<file path="src/t1_ctrl_params.svh">
`ifndef T1_CTRL_PARAMS_SVH
`define T1_CTRL_PARAMS_SVH

// Register offsets on the first page
`define T1C_ADDR_RESERVED 8'h16
`define T1C_ADDR_SLIP_DELAY 8'h17
`define T1C_ADDR_TX_MESSAGE 8'h18
`define T1C_ADDR_ERR_INJECT 8'h19
`define T1C_ADDR_RESET_CTRL 8'h1a

// Error injection control field positions
`define T1C_BIT_BPV_INJECT 7
`define T1C_BIT_CRC6_INJECT 6
`define T1C_BIT_FT_INJECT 5
`define T1C_BIT_FS_INJECT 4
`define T1C_BIT_FORCE_NO_PULSES 3
`define T1C_BIT_PAYLOAD_INJECT 2
`define T1C_BIT_LOSS_SRC_SEL 0

// Reset and interrupt control field positions
`define T1C_BIT_SOFT_RESET 7
`define T1C_BIT_SUSPEND 6
`define T1C_BIT_INT_ACK 5
`define T1C_BIT_COUNTER_CLEAR 4
`define T1C_BIT_SAMPLE 3
`define T1C_BIT_EXT_OSC 2

// Writable masks (injection bit 1 and the acknowledge bit read as zero)
`define T1C_ERR_INJECT_MASK 8'hfd
`define T1C_RESET_CTRL_MASK 8'hdf

// Reset values
`define T1C_RST_SLIP_DELAY 8'h00
`define T1C_RST_TX_MESSAGE 8'h00
`define T1C_RST_ERR_INJECT 8'h00
`define T1C_RST_RESET_CTRL 8'h00

// Timing
`define T1C_CLK_PERIOD_NS 20
`define T1C_FRAME_PERIOD_NS 125000
`define T1C_SOFT_RESET_CYCLES 4
`define T1C_DELAY_STEP_CYCLES 24

`endif

</file>
<file path="src/t1_ctrl_pkg.sv">
package t1_ctrl_pkg;

    typedef enum logic [1:0] {
        SRST_IDLE,
        SRST_ACTIVE,
        SRST_DONE
    } soft_reset_state_type;

    typedef logic [7:0] reg_byte_type;

endpackage

</file>
<file path="src/inject_edge_detect.sv">
`timescale 1ns/100ps
`default_nettype none

// Compares newly written bits with their stored copy and emits a
// one-cycle request for each bit that goes from zero to one.
module inject_edge_detect #(
    parameter int WIDTH = 5
) (
    input wire logic i_sys_clk,
    input wire logic i_rst_n,
    input wire logic i_clear,
    input wire logic i_write,
    input wire logic [WIDTH-1:0] i_new_bits,
    input wire logic [WIDTH-1:0] i_old_bits,
    output logic [WIDTH-1:0] o_pulse
);

    always_ff @(posedge i_sys_clk or negedge i_rst_n) begin
        if (!i_rst_n) begin
            o_pulse <= '0;
        end else if (i_clear) begin
            o_pulse <= '0;
        end else if (i_write) begin
            o_pulse <= i_new_bits & ~i_old_bits;
        end else begin
            o_pulse <= '0;
        end
    end

endmodule

`default_nettype wire

</file>
<file path="src/t1_tx_error_insert_reset_ctrl.sv">
`timescale 1ns/100ps
`default_nettype none

`include "t1_ctrl_params.svh"

// Function
// - Slip delay register write applies the transmit buffer delay once only.
// - Delay is set by moving the generated line frame boundary.
// - Applied delay always stays shorter than one line frame.
// - Message byte goes out in channels selected for message insertion.
// - Rising bipolar violation bit inserts one bipolar violation.
// - Rising terminal framing bit inserts one framing pattern error.
// - Rising signaling framing bit inserts one error, D4 only.
// - Steady levels and falling edges of injection bits do nothing.
// - Force-no-pulses bit sends all zeros, overriding zero suppression.
// - Rising payload bit flips exactly one transmitted payload bit.
// - Loss pin shows signal loss only, or signal or frame loss.
// - Software reset acts as hardware reset, then clears itself.
// - Suspend floats the interrupt output and ignores interrupts.
// - Acknowledge clears interrupt status, floats output, self-clears.
// - Counter clear holds every error counter at zero.
// - Sample bit limits counter updates to the one-second tick.
// - External oscillator select makes oscillator pin a logic input.
module t1_tx_error_insert_reset_ctrl
    import t1_ctrl_pkg::*;
#(
    parameter int FRAME_CYCLES =
        `T1C_FRAME_PERIOD_NS / `T1C_CLK_PERIOD_NS,
    parameter int DELAY_STEP_CYCLES = `T1C_DELAY_STEP_CYCLES,
    parameter int SOFT_RESET_CYCLES = `T1C_SOFT_RESET_CYCLES
) (
    input wire logic i_sys_clk,
    input wire logic i_rst_n,
    // Parallel microprocessor port
    input wire logic i_cs_n,
    input wire logic i_ds_n,
    input wire logic i_rw_n,
    input wire logic [7:0] i_addr,
    input wire logic [7:0] i_data,
    output logic [7:0] o_data,
    output logic o_data_oe,
    // Transmit path
    input wire logic i_msg_channel_sel,
    input wire logic [7:0] i_tx_channel_data,
    output t1_ctrl_pkg::reg_byte_type o_tx_channel_data,
    output logic [7:0] o_tx_slip_delay_value,
    output logic o_tx_frame_boundary,
    output logic o_bipolar_violation_inject,
    output logic o_crc6_error_inject,
    output logic o_terminal_framing_error_inject,
    output logic o_signaling_framing_error_inject,
    output logic o_payload_bit_error_inject,
    output logic o_force_no_pulses,
    // Loss indication
    input wire logic i_line_loss_status,
    input wire logic i_frame_loss_status,
    output logic o_loss_indication_pin,
    // Interrupt request, open drain, active low
    input wire logic i_irq_request,
    output logic o_irq_out,
    output logic o_irq_oe,
    output logic o_int_status_clear,
    // Counters
    input wire logic i_one_second_tick,
    output logic o_counter_clear,
    output logic o_counter_update_en,
    // Oscillator and reset
    output logic o_external_oscillator_select,
    output logic o_soft_reset
);

    import t1_ctrl_pkg::*;

    localparam logic [15:0] FRAME_LAST = 16'(FRAME_CYCLES - 1);
    localparam logic [15:0] STEP = 16'(DELAY_STEP_CYCLES);
    localparam logic [3:0] SRST_LAST = 4'(SOFT_RESET_CYCLES - 1);

    // Two-flop synchronisers for the microprocessor port and loss status inputs
    logic [19:0] pin_meta_r;
    logic [19:0] pin_sync_r;
    logic [1:0] loss_meta_r;
    logic [1:0] loss_sync_r;

    logic access_prev_r;
    logic access_now;
    logic access_start;
    logic wr_strobe;
    logic rd_strobe;
    logic [7:0] bus_addr;
    logic [7:0] bus_wdata;

    reg_byte_type slip_delay_r;
    reg_byte_type tx_message_r;
    reg_byte_type err_inject_r;
    reg_byte_type reset_ctrl_r;

    soft_reset_state_type srst_state_r;
    soft_reset_state_type srst_state_nxt;
    logic [3:0] srst_count_r;
    logic soft_clear;

    logic wr_slip;
    logic wr_message;
    logic wr_inject;
    logic wr_reset;
    logic [4:0] inject_pulse;
    logic [4:0] inject_old;
    logic [4:0] inject_new;

    logic [15:0] frame_count_r;
    logic [15:0] delay_cycles;

    logic int_ack_r;
    logic [7:0] read_value;

    function automatic logic [15:0] clamp_delay(input logic [7:0] value);
        logic [15:0] cycles;
        cycles = 16'(value) * STEP;
        if (cycles > FRAME_LAST) begin
            clamp_delay = FRAME_LAST;
        end else begin
            clamp_delay = cycles;
        end
    endfunction

    function automatic logic [4:0] inject_bits(input logic [7:0] value);
        inject_bits = {value[`T1C_BIT_BPV_INJECT],
                       value[`T1C_BIT_CRC6_INJECT],
                       value[`T1C_BIT_FT_INJECT],
                       value[`T1C_BIT_FS_INJECT],
                       value[`T1C_BIT_PAYLOAD_INJECT]};
    endfunction

    // Pin synchronisers
    always_ff @(posedge i_sys_clk or negedge i_rst_n) begin
        if (!i_rst_n) begin
            pin_meta_r <= 20'h0_000e;
            pin_sync_r <= 20'h0_000e;
        end else begin
            pin_meta_r <= {i_addr, i_data, i_cs_n, i_ds_n, i_rw_n, 1'b0};
            pin_sync_r <= pin_meta_r;
        end
    end

    always_ff @(posedge i_sys_clk or negedge i_rst_n) begin
        if (!i_rst_n) begin
            loss_meta_r <= 2'h0;
            loss_sync_r <= 2'h0;
        end else begin
            loss_meta_r <= {i_line_loss_status, i_frame_loss_status};
            loss_sync_r <= loss_meta_r;
        end
    end

    assign bus_addr = pin_sync_r[19:12];
    assign bus_wdata = pin_sync_r[11:4];
    assign access_now = !pin_sync_r[3] && !pin_sync_r[2];
    assign access_start = access_now && !access_prev_r;
    assign wr_strobe = access_start && !pin_sync_r[1];
    assign rd_strobe = access_now && pin_sync_r[1];

    always_ff @(posedge i_sys_clk or negedge i_rst_n) begin
        if (!i_rst_n) begin
            access_prev_r <= 1'b0;
        end else begin
            access_prev_r <= access_now;
        end
    end

    // Address decode for writes
    always_comb begin
        wr_slip = 1'b0;
        wr_message = 1'b0;
        wr_inject = 1'b0;
        wr_reset = 1'b0;
        if (!wr_strobe) begin
            wr_slip = 1'b0;
        end else if (bus_addr == `T1C_ADDR_SLIP_DELAY) begin
            wr_slip = 1'b1;
        end else if (bus_addr == `T1C_ADDR_TX_MESSAGE) begin
            wr_message = 1'b1;
        end else if (bus_addr == `T1C_ADDR_ERR_INJECT) begin
            wr_inject = 1'b1;
        end else if (bus_addr == `T1C_ADDR_RESET_CTRL) begin
            wr_reset = 1'b1;
        end
    end

    // Software reset sequencer
    always_comb begin
        srst_state_nxt = srst_state_r;
        case (srst_state_r)
            SRST_IDLE: begin
                if (wr_reset && bus_wdata[`T1C_BIT_SOFT_RESET]) begin
                    srst_state_nxt = SRST_ACTIVE;
                end
            end
            SRST_ACTIVE: begin
                if (srst_count_r == SRST_LAST) begin
                    srst_state_nxt = SRST_DONE;
                end
            end
            SRST_DONE: begin
                srst_state_nxt = SRST_IDLE;
            end
            default: begin
                srst_state_nxt = SRST_IDLE;
            end
        endcase
    end

    assign soft_clear = (srst_state_r == SRST_ACTIVE);

    always_ff @(posedge i_sys_clk or negedge i_rst_n) begin
        if (!i_rst_n) begin
            srst_state_r <= SRST_IDLE;
            srst_count_r <= 4'h0;
        end else begin
            srst_state_r <= srst_state_nxt;
            if (srst_state_r == SRST_ACTIVE) begin
                srst_count_r <= srst_count_r + 4'h1;
            end else begin
                srst_count_r <= 4'h0;
            end
        end
    end

    always_ff @(posedge i_sys_clk or negedge i_rst_n) begin
        if (!i_rst_n) begin
            o_soft_reset <= 1'b0;
        end else begin
            o_soft_reset <= (srst_state_nxt == SRST_ACTIVE);
        end
    end

    // Control registers
    always_ff @(posedge i_sys_clk or negedge i_rst_n) begin
        if (!i_rst_n) begin
            slip_delay_r <= `T1C_RST_SLIP_DELAY;
            tx_message_r <= `T1C_RST_TX_MESSAGE;
        end else if (soft_clear) begin
            slip_delay_r <= `T1C_RST_SLIP_DELAY;
            tx_message_r <= `T1C_RST_TX_MESSAGE;
        end else begin
            if (wr_slip) begin
                slip_delay_r <= bus_wdata;
            end
            if (wr_message) begin
                tx_message_r <= bus_wdata;
            end
        end
    end

    always_ff @(posedge i_sys_clk or negedge i_rst_n) begin
        if (!i_rst_n) begin
            err_inject_r <= `T1C_RST_ERR_INJECT;
        end else if (soft_clear) begin
            err_inject_r <= `T1C_RST_ERR_INJECT;
        end else if (wr_inject) begin
            err_inject_r <= bus_wdata & `T1C_ERR_INJECT_MASK;
        end
    end

    // Reset control; acknowledge is kept apart as it clears itself
    always_ff @(posedge i_sys_clk or negedge i_rst_n) begin
        if (!i_rst_n) begin
            reset_ctrl_r <= `T1C_RST_RESET_CTRL;
        end else if (soft_clear) begin
            reset_ctrl_r <= `T1C_RST_RESET_CTRL;
        end else if (wr_reset) begin
            reset_ctrl_r <= bus_wdata & `T1C_RESET_CTRL_MASK;
            reset_ctrl_r[`T1C_BIT_SOFT_RESET] <= 1'b0;
        end
    end

    always_ff @(posedge i_sys_clk or negedge i_rst_n) begin
        if (!i_rst_n) begin
            int_ack_r <= 1'b0;
        end else begin
            int_ack_r <= wr_reset && bus_wdata[`T1C_BIT_INT_ACK]
                && !soft_clear;
        end
    end

    // Injection edge detection against the stored bits
    assign inject_old = inject_bits(err_inject_r);
    assign inject_new = inject_bits(bus_wdata);

    inject_edge_detect #(
        .WIDTH(5)
    ) u_inject_edge (
        .i_sys_clk(i_sys_clk),
        .i_rst_n(i_rst_n),
        .i_clear(soft_clear),
        .i_write(wr_inject),
        .i_new_bits(inject_new),
        .i_old_bits(inject_old),
        .o_pulse(inject_pulse)
    );

    assign o_bipolar_violation_inject = inject_pulse[4];
    assign o_crc6_error_inject = inject_pulse[3];
    assign o_terminal_framing_error_inject = inject_pulse[2];
    assign o_signaling_framing_error_inject = inject_pulse[1];
    assign o_payload_bit_error_inject = inject_pulse[0];

    // Line frame boundary generator; a delay write shifts it once
    assign delay_cycles = clamp_delay(bus_wdata);

    always_ff @(posedge i_sys_clk or negedge i_rst_n) begin
        if (!i_rst_n) begin
            frame_count_r <= 16'h0000;
            o_tx_frame_boundary <= 1'b0;
        end else if (wr_slip) begin
            frame_count_r <= FRAME_LAST - delay_cycles;
            o_tx_frame_boundary <= 1'b0;
        end else if (frame_count_r >= FRAME_LAST) begin
            frame_count_r <= 16'h0000;
            o_tx_frame_boundary <= 1'b1;
        end else begin
            frame_count_r <= frame_count_r + 16'h0001;
            o_tx_frame_boundary <= 1'b0;
        end
    end

    // Transmit data path controls
    always_ff @(posedge i_sys_clk or negedge i_rst_n) begin
        if (!i_rst_n) begin
            o_tx_channel_data <= 8'h00;
            o_tx_slip_delay_value <= 8'h00;
            o_force_no_pulses <= 1'b0;
        end else begin
            if (o_force_no_pulses) begin
                o_tx_channel_data <= 8'h00;
            end else if (i_msg_channel_sel) begin
                o_tx_channel_data <= tx_message_r;
            end else begin
                o_tx_channel_data <= i_tx_channel_data;
            end
            o_tx_slip_delay_value <= slip_delay_r;
            o_force_no_pulses <=
                err_inject_r[`T1C_BIT_FORCE_NO_PULSES];
        end
    end

    // Loss indication pin source
    always_ff @(posedge i_sys_clk or negedge i_rst_n) begin
        if (!i_rst_n) begin
            o_loss_indication_pin <= 1'b0;
        end else if (err_inject_r[`T1C_BIT_LOSS_SRC_SEL]) begin
            o_loss_indication_pin <= loss_sync_r[1];
        end else begin
            o_loss_indication_pin <= loss_sync_r[1] || loss_sync_r[0];
        end
    end

    // Interrupt output: pulled low only while a request is pending
    always_ff @(posedge i_sys_clk or negedge i_rst_n) begin
        if (!i_rst_n) begin
            o_irq_out <= 1'b0;
            o_irq_oe <= 1'b0;
            o_int_status_clear <= 1'b0;
        end else begin
            o_irq_out <= 1'b0;
            o_int_status_clear <= int_ack_r || soft_clear;
            if (reset_ctrl_r[`T1C_BIT_SUSPEND] || soft_clear) begin
                o_irq_oe <= 1'b0;
            end else if (int_ack_r) begin
                o_irq_oe <= 1'b0;
            end else begin
                o_irq_oe <= i_irq_request;
            end
        end
    end

    // Counter control and oscillator select
    always_ff @(posedge i_sys_clk or negedge i_rst_n) begin
        if (!i_rst_n) begin
            o_counter_clear <= 1'b0;
            o_counter_update_en <= 1'b1;
            o_external_oscillator_select <= 1'b0;
        end else begin
            o_counter_clear <= reset_ctrl_r[`T1C_BIT_COUNTER_CLEAR]
                || soft_clear;
            o_counter_update_en <= !reset_ctrl_r[`T1C_BIT_SAMPLE]
                || i_one_second_tick;
            o_external_oscillator_select <=
                reset_ctrl_r[`T1C_BIT_EXT_OSC];
        end
    end

    // Read decode; addresses outside this block leave the bus alone
    always_comb begin
        read_value = 8'h00;
        if (bus_addr == `T1C_ADDR_RESERVED) begin
            read_value = 8'h00;
        end else if (bus_addr == `T1C_ADDR_SLIP_DELAY) begin
            read_value = slip_delay_r;
        end else if (bus_addr == `T1C_ADDR_TX_MESSAGE) begin
            read_value = tx_message_r;
        end else if (bus_addr == `T1C_ADDR_ERR_INJECT) begin
            read_value = err_inject_r;
        end else if (bus_addr == `T1C_ADDR_RESET_CTRL) begin
            read_value = reset_ctrl_r;
            read_value[`T1C_BIT_SOFT_RESET] = (srst_state_r != SRST_IDLE);
            read_value[`T1C_BIT_INT_ACK] = int_ack_r;
        end
    end

    always_ff @(posedge i_sys_clk or negedge i_rst_n) begin
        if (!i_rst_n) begin
            o_data <= 8'h00;
            o_data_oe <= 1'b0;
        end else if (rd_strobe && bus_addr >= `T1C_ADDR_RESERVED
                && bus_addr <= `T1C_ADDR_RESET_CTRL) begin
            o_data <= read_value;
            o_data_oe <= 1'b1;
        end else begin
            o_data <= 8'h00;
            o_data_oe <= 1'b0;
        end
    end

endmodule

`default_nettype wire

</file>
<file path="config.mk">
export PLATFORM = sky130hd
export DESIGN_NAME = t1_tx_error_insert_reset_ctrl
export DESIGN_NICKNAME = d
export VERILOG_FILES = /design/src/t1_ctrl_pkg.sv /design/src/inject_edge_detect.sv /design/src/t1_tx_error_insert_reset_ctrl.sv
export VERILOG_INCLUDE_DIRS = /design/src /design/src/src
export SDC_FILE = /design/constraint.sdc
export NUM_CORES = 1
export LEC_CHECK = 0
export ABC_CLOCK_PERIOD_IN_PS = 7800
export BUFFER_PORTS_ARGS = -buffer_cell sky130_fd_sc_hd__buf_4
export CAP_MARGIN = 20
export CORE_MARGIN = 2
export CORE_UTILIZATION = 45
export CTS_CLUSTER_DIAMETER = 60
export DETAILED_ROUTE_END_ITERATION = 6
export HOLD_SLACK_MARGIN = 0.08
export SYNTH_ARGS = -nofsm -noshare
export SYNTH_HDL_FRONTEND = slang
export SYNTH_SLANG_ARGS = --single-unit
</file>
<file path="constraint.sdc">
create_clock -name i_sys_clk -period 7.8 [get_ports i_sys_clk]
set_input_delay 1.56 -clock i_sys_clk [delete_from_list [all_inputs] [get_ports i_sys_clk]]
set_output_delay 1.56 -clock i_sys_clk [all_outputs]
set_load 0.1 [all_outputs]
</file>
== Word level (Yosys, flattened, before mapping) ==
Cells that the tools add are included.

* $add $sub $neg: 3
* $mul: 1
* Order comparisons: 4
* Equal/unequal tests: 8
* Muxes and demuxes: 45
* Bitwise operators: 2
* Reductions and logical operators: 26

{| class="wikitable"
|+ Operators with widths
! operator !! number
|-
| 2-to-1 mux 8 bit || 14
|-
| equality test 8 x 5 -> 1 bit, second input constant || 5
|-
| 2-to-1 mux 16 bit || 2
|-
| 2-to-1 mux 1 bit || 20
|-
| adder 16 x 1 -> 16 bit, second input constant || 1
|-
| greater-or-equal comparator 16 x 13 -> 1 bit, second input constant || 1
|-
| 2-to-1 mux 7 bit || 2
|-
| subtractor 13 x 13 -> 14 bit, first input constant || 1
|-
| > comparator 13 bit, second input constant || 1
|-
| 2-to-1 mux 13 bit || 1
|-
| multiplier 8 x 2 -> 10 bit, second input constant || 1
|-
| 2-to-1 mux 5 bit || 2
|-
| nonzero test 2 bit || 5
|-
| logical AND 1 bit || 9
|-
| greater-or-equal comparator 8 x 5 -> 1 bit, second input constant || 1
|-
| less-or-equal comparator 8 x 5 -> 1 bit, second input constant || 1
|-
| logical NOT 1 bit || 6
|-
| AND 5 bit || 1
|-
| logical OR 1 bit || 5
|-
| NOT 5 bit || 1
|-
| adder 4 x 1 -> 4 bit, second input constant || 1
|-
| equality test 2 x 1 -> 1 bit, second input constant || 2
|-
| equality test 4 x 2 -> 1 bit, second input constant || 1
|-
| 2-to-1 mux 2 bit || 2
|-
| other kinds (3) || 3
|}

* Register bits after elaboration: 136
* Bits of input ports: 34

== Longest topological paths before layout ==
Gate-level depths: netlist of run 1.

* Depth after elaboration: 10
* Gate-level depth with buffers: 15

== Hierarchy ==
From an unflattened synthesis of run 1, not the netlist that was laid out.

* Cells, all modules: 479
* Area, all modules: 5649.2 um^2

{| class="wikitable"
|+ Modules (own cells, without submodules)
! module !! times used !! cells each !! area each (um^2) !! seq. area each (um^2)
|-
| t1_tx_error_insert_reset_ctrl || 1 || 469 || 5461.5 || 3236.9
|-
| inject_edge_detect || 1 || 10 || 187.7 || 125.1
|}

== Worst setup path after synthesis of run 1 ==
Ideal clock, no wire load.

* Path kind: register to register
* From: reg pin_sync_r[5]
* To: reg frame_count_r[8]
* Library setup time: 0.126 ns
* Arrival time: 3.261 ns
* Required time: 7.674 ns
* Setup slack: 4.413 ns
* Cell stages (with the launch flop): 15
* Clock period less this slack: 3.387 ns
* Cell sequence: dfrtp_1 ha_1 fa_1 a21o_1 a221o_1 xnor2_1 a31oi_1 nor2b_1 ha_1 inv_1 nor2_1 nor2_1 xnor2_1 a221oi_1 nor2_1

* Longest elaborated chain between the ends: 5

{| class="wikitable"
|+ Ends and longest elaborated chain
! item !! RTL line !! RTL
|-
| from (decl) || t1_tx_error_insert_reset_ctrl.sv:80 || <nowiki>logic [19:0] pin_sync_r;</nowiki>
|-
| from (signal assigned) || t1_tx_error_insert_reset_ctrl.sv:141 || <nowiki>pin_sync_r <= pin_meta_r;</nowiki>
|-
| multiplier 8 x 2 -> 10 bit (*) || t1_tx_error_insert_reset_ctrl.sv:118 || <nowiki>cycles = 16'(value) * STEP;</nowiki>
|-
| > comparator 13 bit || t1_tx_error_insert_reset_ctrl.sv:119 || <nowiki>if (cycles > FRAME_LAST) begin</nowiki>
|-
| 2-to-1 mux 13 bit (*) || t1_tx_error_insert_reset_ctrl.sv:119 ||
|-
| subtractor 13 x 13 -> 14 bit (*) || t1_tx_error_insert_reset_ctrl.sv:315 || <nowiki>frame_count_r <= FRAME_LAST - delay_cycles;</nowiki>
|-
| 2-to-1 mux 16 bit (*) || t1_tx_error_insert_reset_ctrl.sv:314 || <nowiki>end else if (wr_slip) begin</nowiki>
|-
| to (signal assigned) || t1_tx_error_insert_reset_ctrl.sv:315 ||
|-
| to (signal assigned) || t1_tx_error_insert_reset_ctrl.sv:321 || <nowiki>frame_count_r <= frame_count_r + 16'h0001;</nowiki>
|-
| to (decl) || t1_tx_error_insert_reset_ctrl.sv:110 || <nowiki>logic [15:0] frame_count_r;</nowiki>
|}

Mark *: on every way between the ends. The rest lies on a longest branch, timed or not.
A chain may end at the register's enable or synchronous reset.

== Worst setup path after layout of run 1 ==
Same ends and word-level chain as after synthesis.

==> results of run 1 <==
-- per-layer routing --
layer	vias to the layer above	share of wire [%]	GRT usage, %
met1	1778	44	27.28
met2	101	49	31.03
met4	0	2.0	8.374
met5	-	0	0
met3	20	5.2	4.659
li1	1730	-	-
-- power groups by stage --
stage | Sequential (µW) | Combinational, µW | Clock, µW
6_report | 729 | 139 | 843
5_1_grt | 731 | 153 | 891
4_1_cts | 729 | 139 | 860
3_5_place_dp | 741 | 138 | 0
3_3_place_gp | 740 | 137 | 0
2_1_floorplan | 763 | 64.4 | 0
-- cell usage after synthesis (2+ instances only) --
| cell type | n | area share (%) |
|---|---|---|
| nor3_1 | 3 | 0.27 |
| a22oi_1 | 13 | 1.8 |
| nand2_1 | 34 | 2.3 |
| and2_1 | 3 | 0.34 |
| dfstp_2 | 7 | 3.4 |
| o21ai_0 | 3 | 0.27 |
| a21oi_1 | 26 | 2.4 |
| a21o_1 | 6 | 0.82 |
| o211ai_1 | 3 | 0.41 |
| o2111ai_1 | 2 | 0.32 |
| o21ai_1 | 4 | 0.37 |
| xor2_1 | 5 | 0.80 |
| o22ai_1 | 3 | 0.34 |
| nor3b_1 | 3 | 0.41 |
| clkbuf_1 | 9 | 0.62 |
| buf_2 | 6 | 0.55 |
| nor2b_1 | 4 | 0.46 |
| nand2b_1 | 6 | 0.69 |
| nor3b_2 | 4 | 0.91 |
| a31oi_1 | 4 | 0.46 |
| ha_1 | 14 | 3.2 |
| nand3_1 | 8 | 0.73 |
| buf_4 | 2 | 0.27 |
| and3_1 | 7 | 0.80 |
| nor3_2 | 3 | 0.55 |
| nor2_1 | 54 | 3.7 |
| xnor2_1 | 16 | 2.6 |
| inv_1 | 9 | 0.62 |
| nor4_1 | 2 | 0.23 |
| dfrtp_1 | 127 | 58 |
| mux2i_1 | 30 | 5.5 |
-- through the flow --
step | area (µm²) | std cells | util (%)
after global routing | 6805 | 691 | 56.89
final | 6805 | 691 | 56.89
after CTS | 6785 | 690 | 56.73
after global placement | 6143 | 658 | 51.36
after detailed placement | 6143 | 658 | 51.36
after floorplan | 5484 | 456 | -
-- final cells by class --
cell class	count	area (µm²)
repair buffers	75	575.6
flip-flops and latches	134	3362
inverters	10	37.54
clock buffers	21	470.5
well taps	147	183.9
clock inverters	11	171.4
fillers	996	5156
multi-input cells	293	2004
-- logic make-up (layout without fill, tap and decap cells) --
group	count (synthesis)	after routing	share of synthesized area [%]
flops	134	134	61.43
mux	30	30	5.487
simple gates	145	145	14.29
xor+xnor	21	21	3.361
fa+ha+maj	15	15	3.567
compound gates	78	78	9.397
buf+inv	29	117	2.400
other cells	1	4	0.06852
-- flip-flops by register name, summed over array words and instances (netlist names), 2 cells and up --
name                   flops
srst_state_r               2
o_tx_channel_data          8
frame_count_r             16
o_tx_slip_delay_value      8
err_inject_r               7
pin_meta_r                19
tx_message_r               8
reset_ctrl_r               6
u_inject_edge.o_pulse      5
loss_meta_r                2
slip_delay_r               8
srst_count_r               4
loss_sync_r                2
pin_sync_r                19
o_data                     8
-- worst paths after layout --
kind / from / end / cells after the start
worst max-delay path: pin_sync_r[5] / frame_count_r[8] / 14
worst min-delay path: loss_meta_r[0] / loss_sync_r[0] / 0
min in group asynchronous: i_rst_n / pin_sync_r[12] / 1
max in group asynchronous: i_rst_n / pin_sync_r[2] / 3
worst min register to register: loss_meta_r[0] / loss_sync_r[0] / 0
worst max register to register: pin_sync_r[5] / frame_count_r[8] / 14
-- worst max-delay path, stage by stage (launching register included) --
cell	delay, ns
dfrtp_1	0.47
ha_1	0.26
fa_1	0.43
a21o_1	0.20
a221o_1	0.34
xnor2_1	0.43
a31oi_1	0.25
nor2b_1	0.20
ha_1	0.22
inv_1	0.08
nor2_1	0.27
nor2_1	0.11
xnor2_1	0.13
a221oi_1	0.28
nor2_1	0.08
-- cells in the final DEF (no fill, tap or decap), types with 4 or more instances in the layout --
cell type and n:
nand3_1 8, a31oi_1 4, nor2b_1 4, conb_1 4
xnor2_1 16, a21oi_1 26, mux2i_1 30, a21o_1 6
and3_1 7, buf_4 74, bufinv_16 4, dfrtp_1 127
o21ai_1 4, nor2_1 54, dfstp_2 7, nor3b_2 4
nand2_1 34, ha_1 14, a22oi_1 13, xor2_1 5
nand2b_1 6, clkbuf_16 17, inv_1 9
==> impl_metrics.tcl, run 1 <==
set metrics [dict create \
    rsz0062_at_grt "false" \
    numCtsBuffers 17 \
    crit_type "register to register" \
    vias_per_cell 5.252 \
    yosysUniqueCellTypes 64 \
    grt_pass1_vias 3826 \
    syn_area_mm2 0.005473 \
    cp.required_ns 8.09 \
    ios 74 \
    finalCritPeriodShare_pct 49.64 \
    n_antenna_cell 0 \
    die_h_um 114.3 \
    critPathMaxFanout 7 \
    power.leakage_uw 0.003219 \
    insertion_delay_ns 0.41 \
    skew_ns 0.006448 \
    cts_max_level 4 \
    avgSynthCellArea_um2 12.08 \
    outcome "completed" \
    switching_share_pct 22.64 \
    crit_arrival_ns 4.16 \
    postRouteAntennaNets 0 \
    pre_cts_slack_ns 4.003 \
    antenna_found_initial 0 \
    cts.sinks 134 \
    overflow 0 \
    cts_tree "yes" \
    wire_per_inst_um 16.71 \
    tightestPinTransition_ns 1.099 \
    synth_ff_type "dfrtp_1" \
    fin_crit_ns 3.872 \
    hpwl_mm 8.007 \
    maxCapViolations 0 \
    cts-root-buf "clkbuf_16" \
    route.detailed.drc 0 \
    final_nets 580 \
    start_util_pct 45.75 \
    post-cts-setup-buffer-count 0 \
    core_mm2 0.01196 \
    grt_max_degree 83 \
    slew-limit-headroom_pct 25.66 \
    hp-class "register to register" \
    p_per_area_mw_per_mm2 251.4 \
    final-hold-violation-count 0 \
    end_kind "register" \
    dieWidth_um 114.3 \
    wl_mm 11.55 \
    clock_path_buffers 2 \
    p_int_uw 1324 \
    portBuffers 72 \
    cts_resized 0 \
    syn_inst 453 \
    finalSetupViolations 0 \
    vias 3629 \
    switching_power_uw 387.4 \
    vdd_ir_drop_max_uv 149.4 \
    area_growth_syn_to_layout_pct 24.35 \
    dr.pass1.iters 4 \
    gp_congestion 0.8534 \
    grt_pass1_wl_mm 19.59 \
    fin_ws_ns 3.928 \
    fmaxAchievable_mhz 258.3 \
    synth_edf_count 0 \
    path_clk_slew_ns 0.05 \
    power_uw 1711 \
    seqPwrFrac_pct 42.6 \
    fin_setup_tns_ns 0 \
    die_area_mm2 0.01306 \
    synthArstFlopShare_pct 100.0 \
    start_kind "register" \
    drt-initial-drc-count 269 \
    holdWs_ns 0.3445 \
    grt_use_total_pct 19.99 \
    drive_gt1_share_pct 23.71 \
    hold_buffers 0 \
    drv_slew 0 \
    yosys_warnings 0 \
    clock_power_share_pct 49.3 \
    r2r_setup_slack_ns 3.93 \
    ys_seq_area_share_pct 61.43 \
    num_rows 40 \
    synth-seq-cells 134 \
    power_frac_comb_pct 8.1 \
]
Note: power is estimated with default switching activity, not from simulation.
==> inputs of run 2 (changes only) <==
--- a/config.mk
+++ b/config.mk
@@ -6,7 +6,8 @@
 export SDC_FILE = /design/constraint.sdc
 export NUM_CORES = 1
 export LEC_CHECK = 0
-export ABC_CLOCK_PERIOD_IN_PS = 7800
+export ABC_AREA = 1
+export ABC_CLOCK_PERIOD_IN_PS = 3300
 export BUFFER_PORTS_ARGS = -buffer_cell sky130_fd_sc_hd__buf_4
 export CAP_MARGIN = 20
 export CORE_MARGIN = 2
@@ -14,6 +15,7 @@
 export CTS_CLUSTER_DIAMETER = 60
 export DETAILED_ROUTE_END_ITERATION = 6
 export HOLD_SLACK_MARGIN = 0.08
+export PLACE_DENSITY = 0.67
 export SYNTH_ARGS = -nofsm -noshare
 export SYNTH_HDL_FRONTEND = slang
 export SYNTH_SLANG_ARGS = --single-unit
==> constraint.sdc (replaced) <==
create_clock -name i_sys_clk -period 3.3 [get_ports i_sys_clk]
set_input_delay 0.66 -clock i_sys_clk [delete_from_list [all_inputs] [get_ports i_sys_clk]]
set_output_delay 0.66 -clock i_sys_clk [all_outputs]
set_load 0.1 [all_outputs]
==> run 2 against run 1 <==
Highest routed layer unchanged. Sequential share of layout area increased by 0.21 points. First-iteration DRC count up 14%. Largest power group is now registers. Worst hold slack is essentially flat.
==> impl_metrics.tcl, run 2 <==
set metrics [dict create \
    outcome "completed" \
    vias 4034 \
    switching_share_pct 26.92 \
    grt_use_total_pct 18.82 \
    ff_latch_area_mm2 0.003362 \
    synth-seq-cells 134 \
    crit_arrival_ns 3.26 \
    avgSynthCellArea_um2 9.865 \
    cts_max_level 4 \
    grt_pass1_wl_mm 18.93 \
    hold_buffers 0 \
    route.detailed.drc 0 \
    start_util_pct 45.77 \
    end_kind "register" \
    hpwl_mm 7.971 \
    numCtsBuffers 17 \
    holdWs_ns 0.3448 \
    postPlaceCellArea_mm2 0.006225 \
    synth_area_leaders "dfrtp_1, nand2_1, inv_1" \
    slew-limit-headroom_pct 42.38 \
    hp-class "register to register" \
    cts.sinks 134 \
    power_uw 4017 \
    drv_slew 0 \
    die_h_um 114.3 \
    dr.pass1.iters 5 \
    post-cts-setup-buffer-count 0 \
    n_antenna_cell 0 \
    cts_tree "yes" \
    fmaxAchievable_mhz 336.7 \
    insertion_delay_ns 0.41 \
    portBuffers 72 \
    seqPwrFrac_pct 44.7 \
    clock_path_buffers 2 \
    p_per_area_mw_per_mm2 592.7 \
    yosysUniqueCellTypes 42 \
    yosysTopAreaCell "dfrtp_1" \
    final-hold-violation-count 0 \
    synth_ff_type "dfrtp_1" \
    syn_area_mm2 0.005475 \
    maxCapViolations 0 \
    path_clk_slew_ns 0.06 \
    yosys.area.top_type_share_pct 58.04 \
    yosysMostFrequentCell "nand2_1" \
    syn_inst 555 \
    ys_seq_area_share_pct 61.40 \
    power_frac_comb_pct 12.8 \
    wl_mm 11.30 \
    fillerInstances 996 \
    num_rows 40 \
    synthArstFlopShare_pct 100.0 \
    crit_type "register to register" \
    synth_edf_count 0 \
    skew_ns 0.006560 \
    vdd_ir_drop_max_uv 568.5 \
    drt-initial-drc-count 308 \
    clock_power_share_pct 42.5 \
    overflow 0 \
    final_common_cell "nand2_1" \
    finalSetupViolations 0 \
    fin_area_mm2 0.006777 \
    area_growth_syn_to_layout_pct 23.77 \
    fin_crit_ns 2.970 \
    die_area_mm2 0.01307 \
    hold_start "pin_meta_r[11]" \
    ios 74 \
    vias_per_cell 5.017 \
    core_mm2 0.01196 \
    layout_common_cells "nand2_1, dfrtp_1, buf_4" \
    cts-root-buf "clkbuf_16" \
    critPathMaxFanout 8 \
    r2r_setup_slack_ns 0.33 \
    wire_per_inst_um 14.06 \
    critPathLaunch "pin_sync_r[5]" \
    rsz0062_at_grt "false" \
    tightestPinTransition_ns 0.8643 \
    yosys_warnings 0 \
    r2r_start "pin_sync_r[5]" \
    grt_max_degree 69 \
    fin_setup_tns_ns 0 \
    dieWidth_um 114.3 \
    synth_commonest_cells "nand2_1, dfrtp_1, inv_1" \
    finalCritPeriodShare_pct 90.00 \
    power.leakage_uw 0.003428 \
    grt_pass1_vias 4011 \
    multi_input_area_mm2 0.001851 \
    p_int_uw 2936 \
    reg_top3 "pin_meta_r: 19 flops, pin_sync_r: 19 flops, frame_count_r: 16 flops" \
    switching_power_uw 1081 \
    final_nets 693 \
    postRouteAntennaNets 0 \
    drive_gt1_share_pct 21.77 \
    cts_resized 0 \
    start_kind "register" \
    gp_congestion 0.8667 \
    antenna_found_initial 0 \
    cp.required_ns 3.59 \
]
==> run 2: final timing paths <==
path / endpoint / depth (start not counted)
setup reg to reg: frame_count_r[12] / 18
setup / recovery: frame_count_r[12] / 18
hold reg to reg: pin_sync_r[11] / 0
max in group asynchronous: pin_sync_r[2] / 2
hold / removal: pin_sync_r[11] / 0
min in group asynchronous: pin_meta_r[14] / 1
==> run 2: area by class of cell <==
class	instances	area share, %
Timing Repair Buffer	76	8.789
Inverter	62	3.434
Tap cell	147	2.714
Clock inverter	7	0.6832
Multi-Input combinational cell	353	27.31
Clock buffer	25	7.459
Sequential cell	134	49.61
==> run 2: metrics by stage <==
stage | std cells | setup slack (ns) | utilization (%)
final | 804 | 0.3300 | 56.65
after floorplan | 558 | 0.5505 | -
after global routing | 804 | 0.001039 | 56.65
after global placement | 772 | 0.4209 | 52.04
after CTS | 804 | 0.3193 | 56.65
after detailed placement | 772 | 0.3469 | 52.04
==> run 2: cells by family (layout without fill, tap and decap cells) <==
family          Yosys count  in the layout  share of synthesized area, %
compound gates           80             80                         8.478
xor+xnor                  8              8                         1.280
fa+ha+maj                15             15                         3.565
buf+inv                  71            170                         5.004
flops                   134            134                         61.40
other cells               1              4                       0.06849
simple gates            246            246                         20.20
==> run 2: per-layer routing <==
layer  vias to the layer above  GRT usage [%]  part of all wire (%)
met2                       115          29.60                    48
li1                       1980              -                     -
met4                         0          6.423                  0.95
met1                      1929          25.52                    45
met5                         -              0                     0
met3                        10          5.029                   5.4
==> run 2: critical path, stage by stage (launching register included) <==
cell,delay [ns]
dfrtp_1,0.42
ha_1,0.23
fa_1,0.43
nand3_1,0.14
nand2_1,0.10
nand2_1,0.07
nand2_1,0.07
nor2_2,0.16
nand3_2,0.10
nand2_4,0.13
inv_2,0.07
or2_2,0.27
ha_1,0.25
nand2_4,0.10
nand2_1,0.07
nand2_1,0.08
nand2_1,0.05
nand3_1,0.06
nand2_1,0.05
==> run 2: power by group through the flow <==
stage	Combinational, µW	Clock [µW]	Sequential, µW
final	516	1710	1790
after global routing	567	1830	1800
after CTS	518	1740	1790
after detailed placement	515	0	1820
after global placement	507	0	1820
after floorplan	204	0	1970
==> inputs of run 3 (changes only) <==
--- a/config.mk
+++ b/config.mk
@@ -10,12 +10,14 @@
 export ABC_CLOCK_PERIOD_IN_PS = 3300
 export BUFFER_PORTS_ARGS = -buffer_cell sky130_fd_sc_hd__buf_4
 export CAP_MARGIN = 20
+export CELL_PAD_IN_SITES_DETAIL_PLACEMENT = 1
+export CELL_PAD_IN_SITES_GLOBAL_PLACEMENT = 1
 export CORE_MARGIN = 2
-export CORE_UTILIZATION = 45
+export CORE_UTILIZATION = 40
 export CTS_CLUSTER_DIAMETER = 60
 export DETAILED_ROUTE_END_ITERATION = 6
 export HOLD_SLACK_MARGIN = 0.08
-export PLACE_DENSITY = 0.67
+export PLACE_DENSITY_LB_ADDON = 0.1
 export SYNTH_ARGS = -nofsm -noshare
 export SYNTH_HDL_FRONTEND = slang
 export SYNTH_SLANG_ARGS = --single-unit
==> run 3 against run 2 <==
Wire length is 18% higher. Register-to-register slack worse by 0.07 ns. Via count increased by 2.6%. Combinational power rose by 2%. Total power rose by 2.2%. Fmax fell by 2.3%. Cell count increased by 3.6%. Count of clock-buffer cells in the layout unchanged. Global-route usage up 1.2 points. Sequential share of layout area shrank 0.33 points. Die area grew 12%. Clock skew is 0.0012 ns higher. Critical path type unchanged. Highest routed layer unchanged.
==> impl_metrics.tcl, run 3 (synthesis results as in run 2) <==
set metrics [dict create \
    gp_congestion 0.8573 \
    max_stage_delay_ns 0.43 \
    end_kind "register" \
    reg_top3 "pin_meta_r: 19 flops, pin_sync_r: 19 flops, frame_count_r: 16 flops" \
    path_cells "ha_1, fa_1, nand3_1, nand2_1, nand2_1, nand2_1, nor2_2, nand3_2, nand2_4, inv_2, or2_2, ha_1, nand2_4, nand2_1, nand2_1, nand2_1, nand3_1, nand2_1" \
    post-cts-setup-buffer-count 0 \
    hold_buffers 0 \
    slew-limit-headroom_pct 42.55 \
    ios 74 \
    wire_per_inst_um 15.97 \
    dp_cells 799 \
    cts-root-buf "clkbuf_16" \
    antenna_found_initial 0 \
    clock_path_buffers 2 \
    vdd_ir_drop_max_uv 425.5 \
    tightestPinTransition_ns 0.8585 \
    grt_pass1_vias 4511 \
    drive_gt1_share_pct 21.61 \
    final-instance-count-excl-fill 833 \
    fillerInstances 1480 \
    hp-class "input pin to asynchronous set/reset pin" \
    grt_pass1_wl_mm 22.46 \
    finalCritPeriodShare_pct 92.10 \
    grt_max_degree 79 \
    drv_slew 0 \
    holdWs_ns 0.1966 \
    dr.pass1.iters 4 \
    fmaxAchievable_mhz 329.0 \
    area_growth_syn_to_layout_pct 24.59 \
    overflow 0 \
    n_antenna_cell 0 \
    crit_arrival_ns 3.33 \
    final-hold-violation-count 0 \
    vias_per_cell 4.969 \
    final_common_cell "nand2_1" \
    cts_resized 0 \
    p_per_area_mw_per_mm2 601.6 \
    start_kind "register" \
    portBuffers 72 \
    slowest_stage "dfrtp_1" \
    path_common_cell "nand2_1" \
    route.detailed.drc 0 \
    cp.required_ns 3.60 \
    postRouteAntennaNets 0 \
    vias 4139 \
    hpwl_mm 9.534 \
    dieWidth_um 121.0 \
    wl_mm 13.30 \
    finalSetupViolations 0 \
    grt_use_total_pct 20.05 \
    num_rows 42 \
    outcome "completed" \
    maxCapViolations 0 \
    final_nets 693 \
    skew_ns 0.007805 \
    crit_type "register to register" \
    path_clk_slew_ns 0.06 \
    die_h_um 121.0 \
    insertion_delay_ns 0.42 \
    cts_max_level 4 \
    cts.sinks 134 \
    die_area_mm2 0.01464 \
    fin_crit_ns 3.039 \
    critPathMaxFanout 8 \
    power.leakage_uw 0.003425 \
    path_delay_family "simple AND/OR/NAND/NOR gates" \
    cts_tree "yes" \
    numCtsBuffers 17 \
    layout_common_cells "nand2_1, dfrtp_1, buf_4" \
    core_mm2 0.01330 \
    cp_num_buf_inv 1 \
    start_util_pct 41.18 \
    drt-initial-drc-count 214 \
]
## run 3: worst register-to-register path, stage by stage (launching register included)
cell,delay [ns]
dfrtp_1,0.43
ha_1,0.24
fa_1,0.43
nand3_1,0.14
nand2_1,0.11
nand2_1,0.07
nand2_1,0.08
nor2_2,0.17
nand3_2,0.11
nand2_4,0.13
inv_2,0.08
or2_2,0.27
ha_1,0.25
nand2_4,0.10
nand2_1,0.08
nand2_1,0.09
nand2_1,0.05
nand3_1,0.06
nand2_1,0.05
## run 3: through the flow
| stage | setup TNS [ns] | setup slack (ns) | area (µm²) | utilization, % | total power, µW |
|---|---|---|---|---|---|
| 3_3_place_gp | 0 | 0.3833 | 6237 | 46.91 | 2330 |
| 6_report | 0 | 0.2608 | 6822 | 51.31 | 4104 |
| 5_1_grt | -0.001414 | -0.001414 | 6822 | 51.31 | 4279 |
| 2_1_floorplan | 0 | 0.5505 | 5487 | - | 2169 |
| 3_5_place_dp | 0 | 0.2290 | 6237 | 46.91 | 2349 |
| 4_1_cts | 0 | 0.2041 | 6807 | 51.20 | 4153 |
## run 3: routing by layer
| layer | vias to the layer above | routed length, µm | track usage [%] |
|---|---|---|---|
| li1 | 1970 | - | - |
| met2 | 78 | 6561 | 33.29 |
| met4 | 0 | 225 | 6.904 |
| met5 | - | 0 | 0 |
| met3 | 18 | 577 | 4.840 |
| met1 | 2073 | 5936 | 25.71 |
## run 3: path summary, 6_finish.rpt
| path | to | slack, ns | cells after the start | startpoint |
|---|---|---|---|---|
| worst min-delay path | o_tx_channel_data[4] | 0.20 | 1 | i_rst_n |
| max in group asynchronous | pin_meta_r[11] | 2.31 | 2 | i_rst_n |
| worst max register to register | frame_count_r[12] | 0.26 | 18 | pin_sync_r[5] |
| min in group i_sys_clk | pin_meta_r[13] | 0.35 | 1 | i_addr[1] |
| worst min register to register | pin_sync_r[9] | 0.35 | 0 | pin_meta_r[9] |
| worst max-delay path | frame_count_r[12] | 0.26 | 18 | pin_sync_r[5] |
## run 3: area by class of cell
type | instances | area, µm² | share of cell area [%]
repair buffers | 76 | 586.8 | 8.602
flip-flops and latches | 134 | 3362 | 49.28
inverters | 62 | 232.7 | 3.412
clock inverters | 7 | 73.82 | 1.082
well taps | 176 | 220.2 | 3.228
clock buffers | 25 | 495.5 | 7.263
multi-input cells | 353 | 1851 | 27.13
## run 3: power by group
part	total (µW)	switching, µW	leakage [µW]	internal (µW)
registers	1790	60.4	0.00173	1730
clock network	1780	669	0.000266	1110
logic	526	379	0.00143	147
total	4100	1110	0.00342	3000
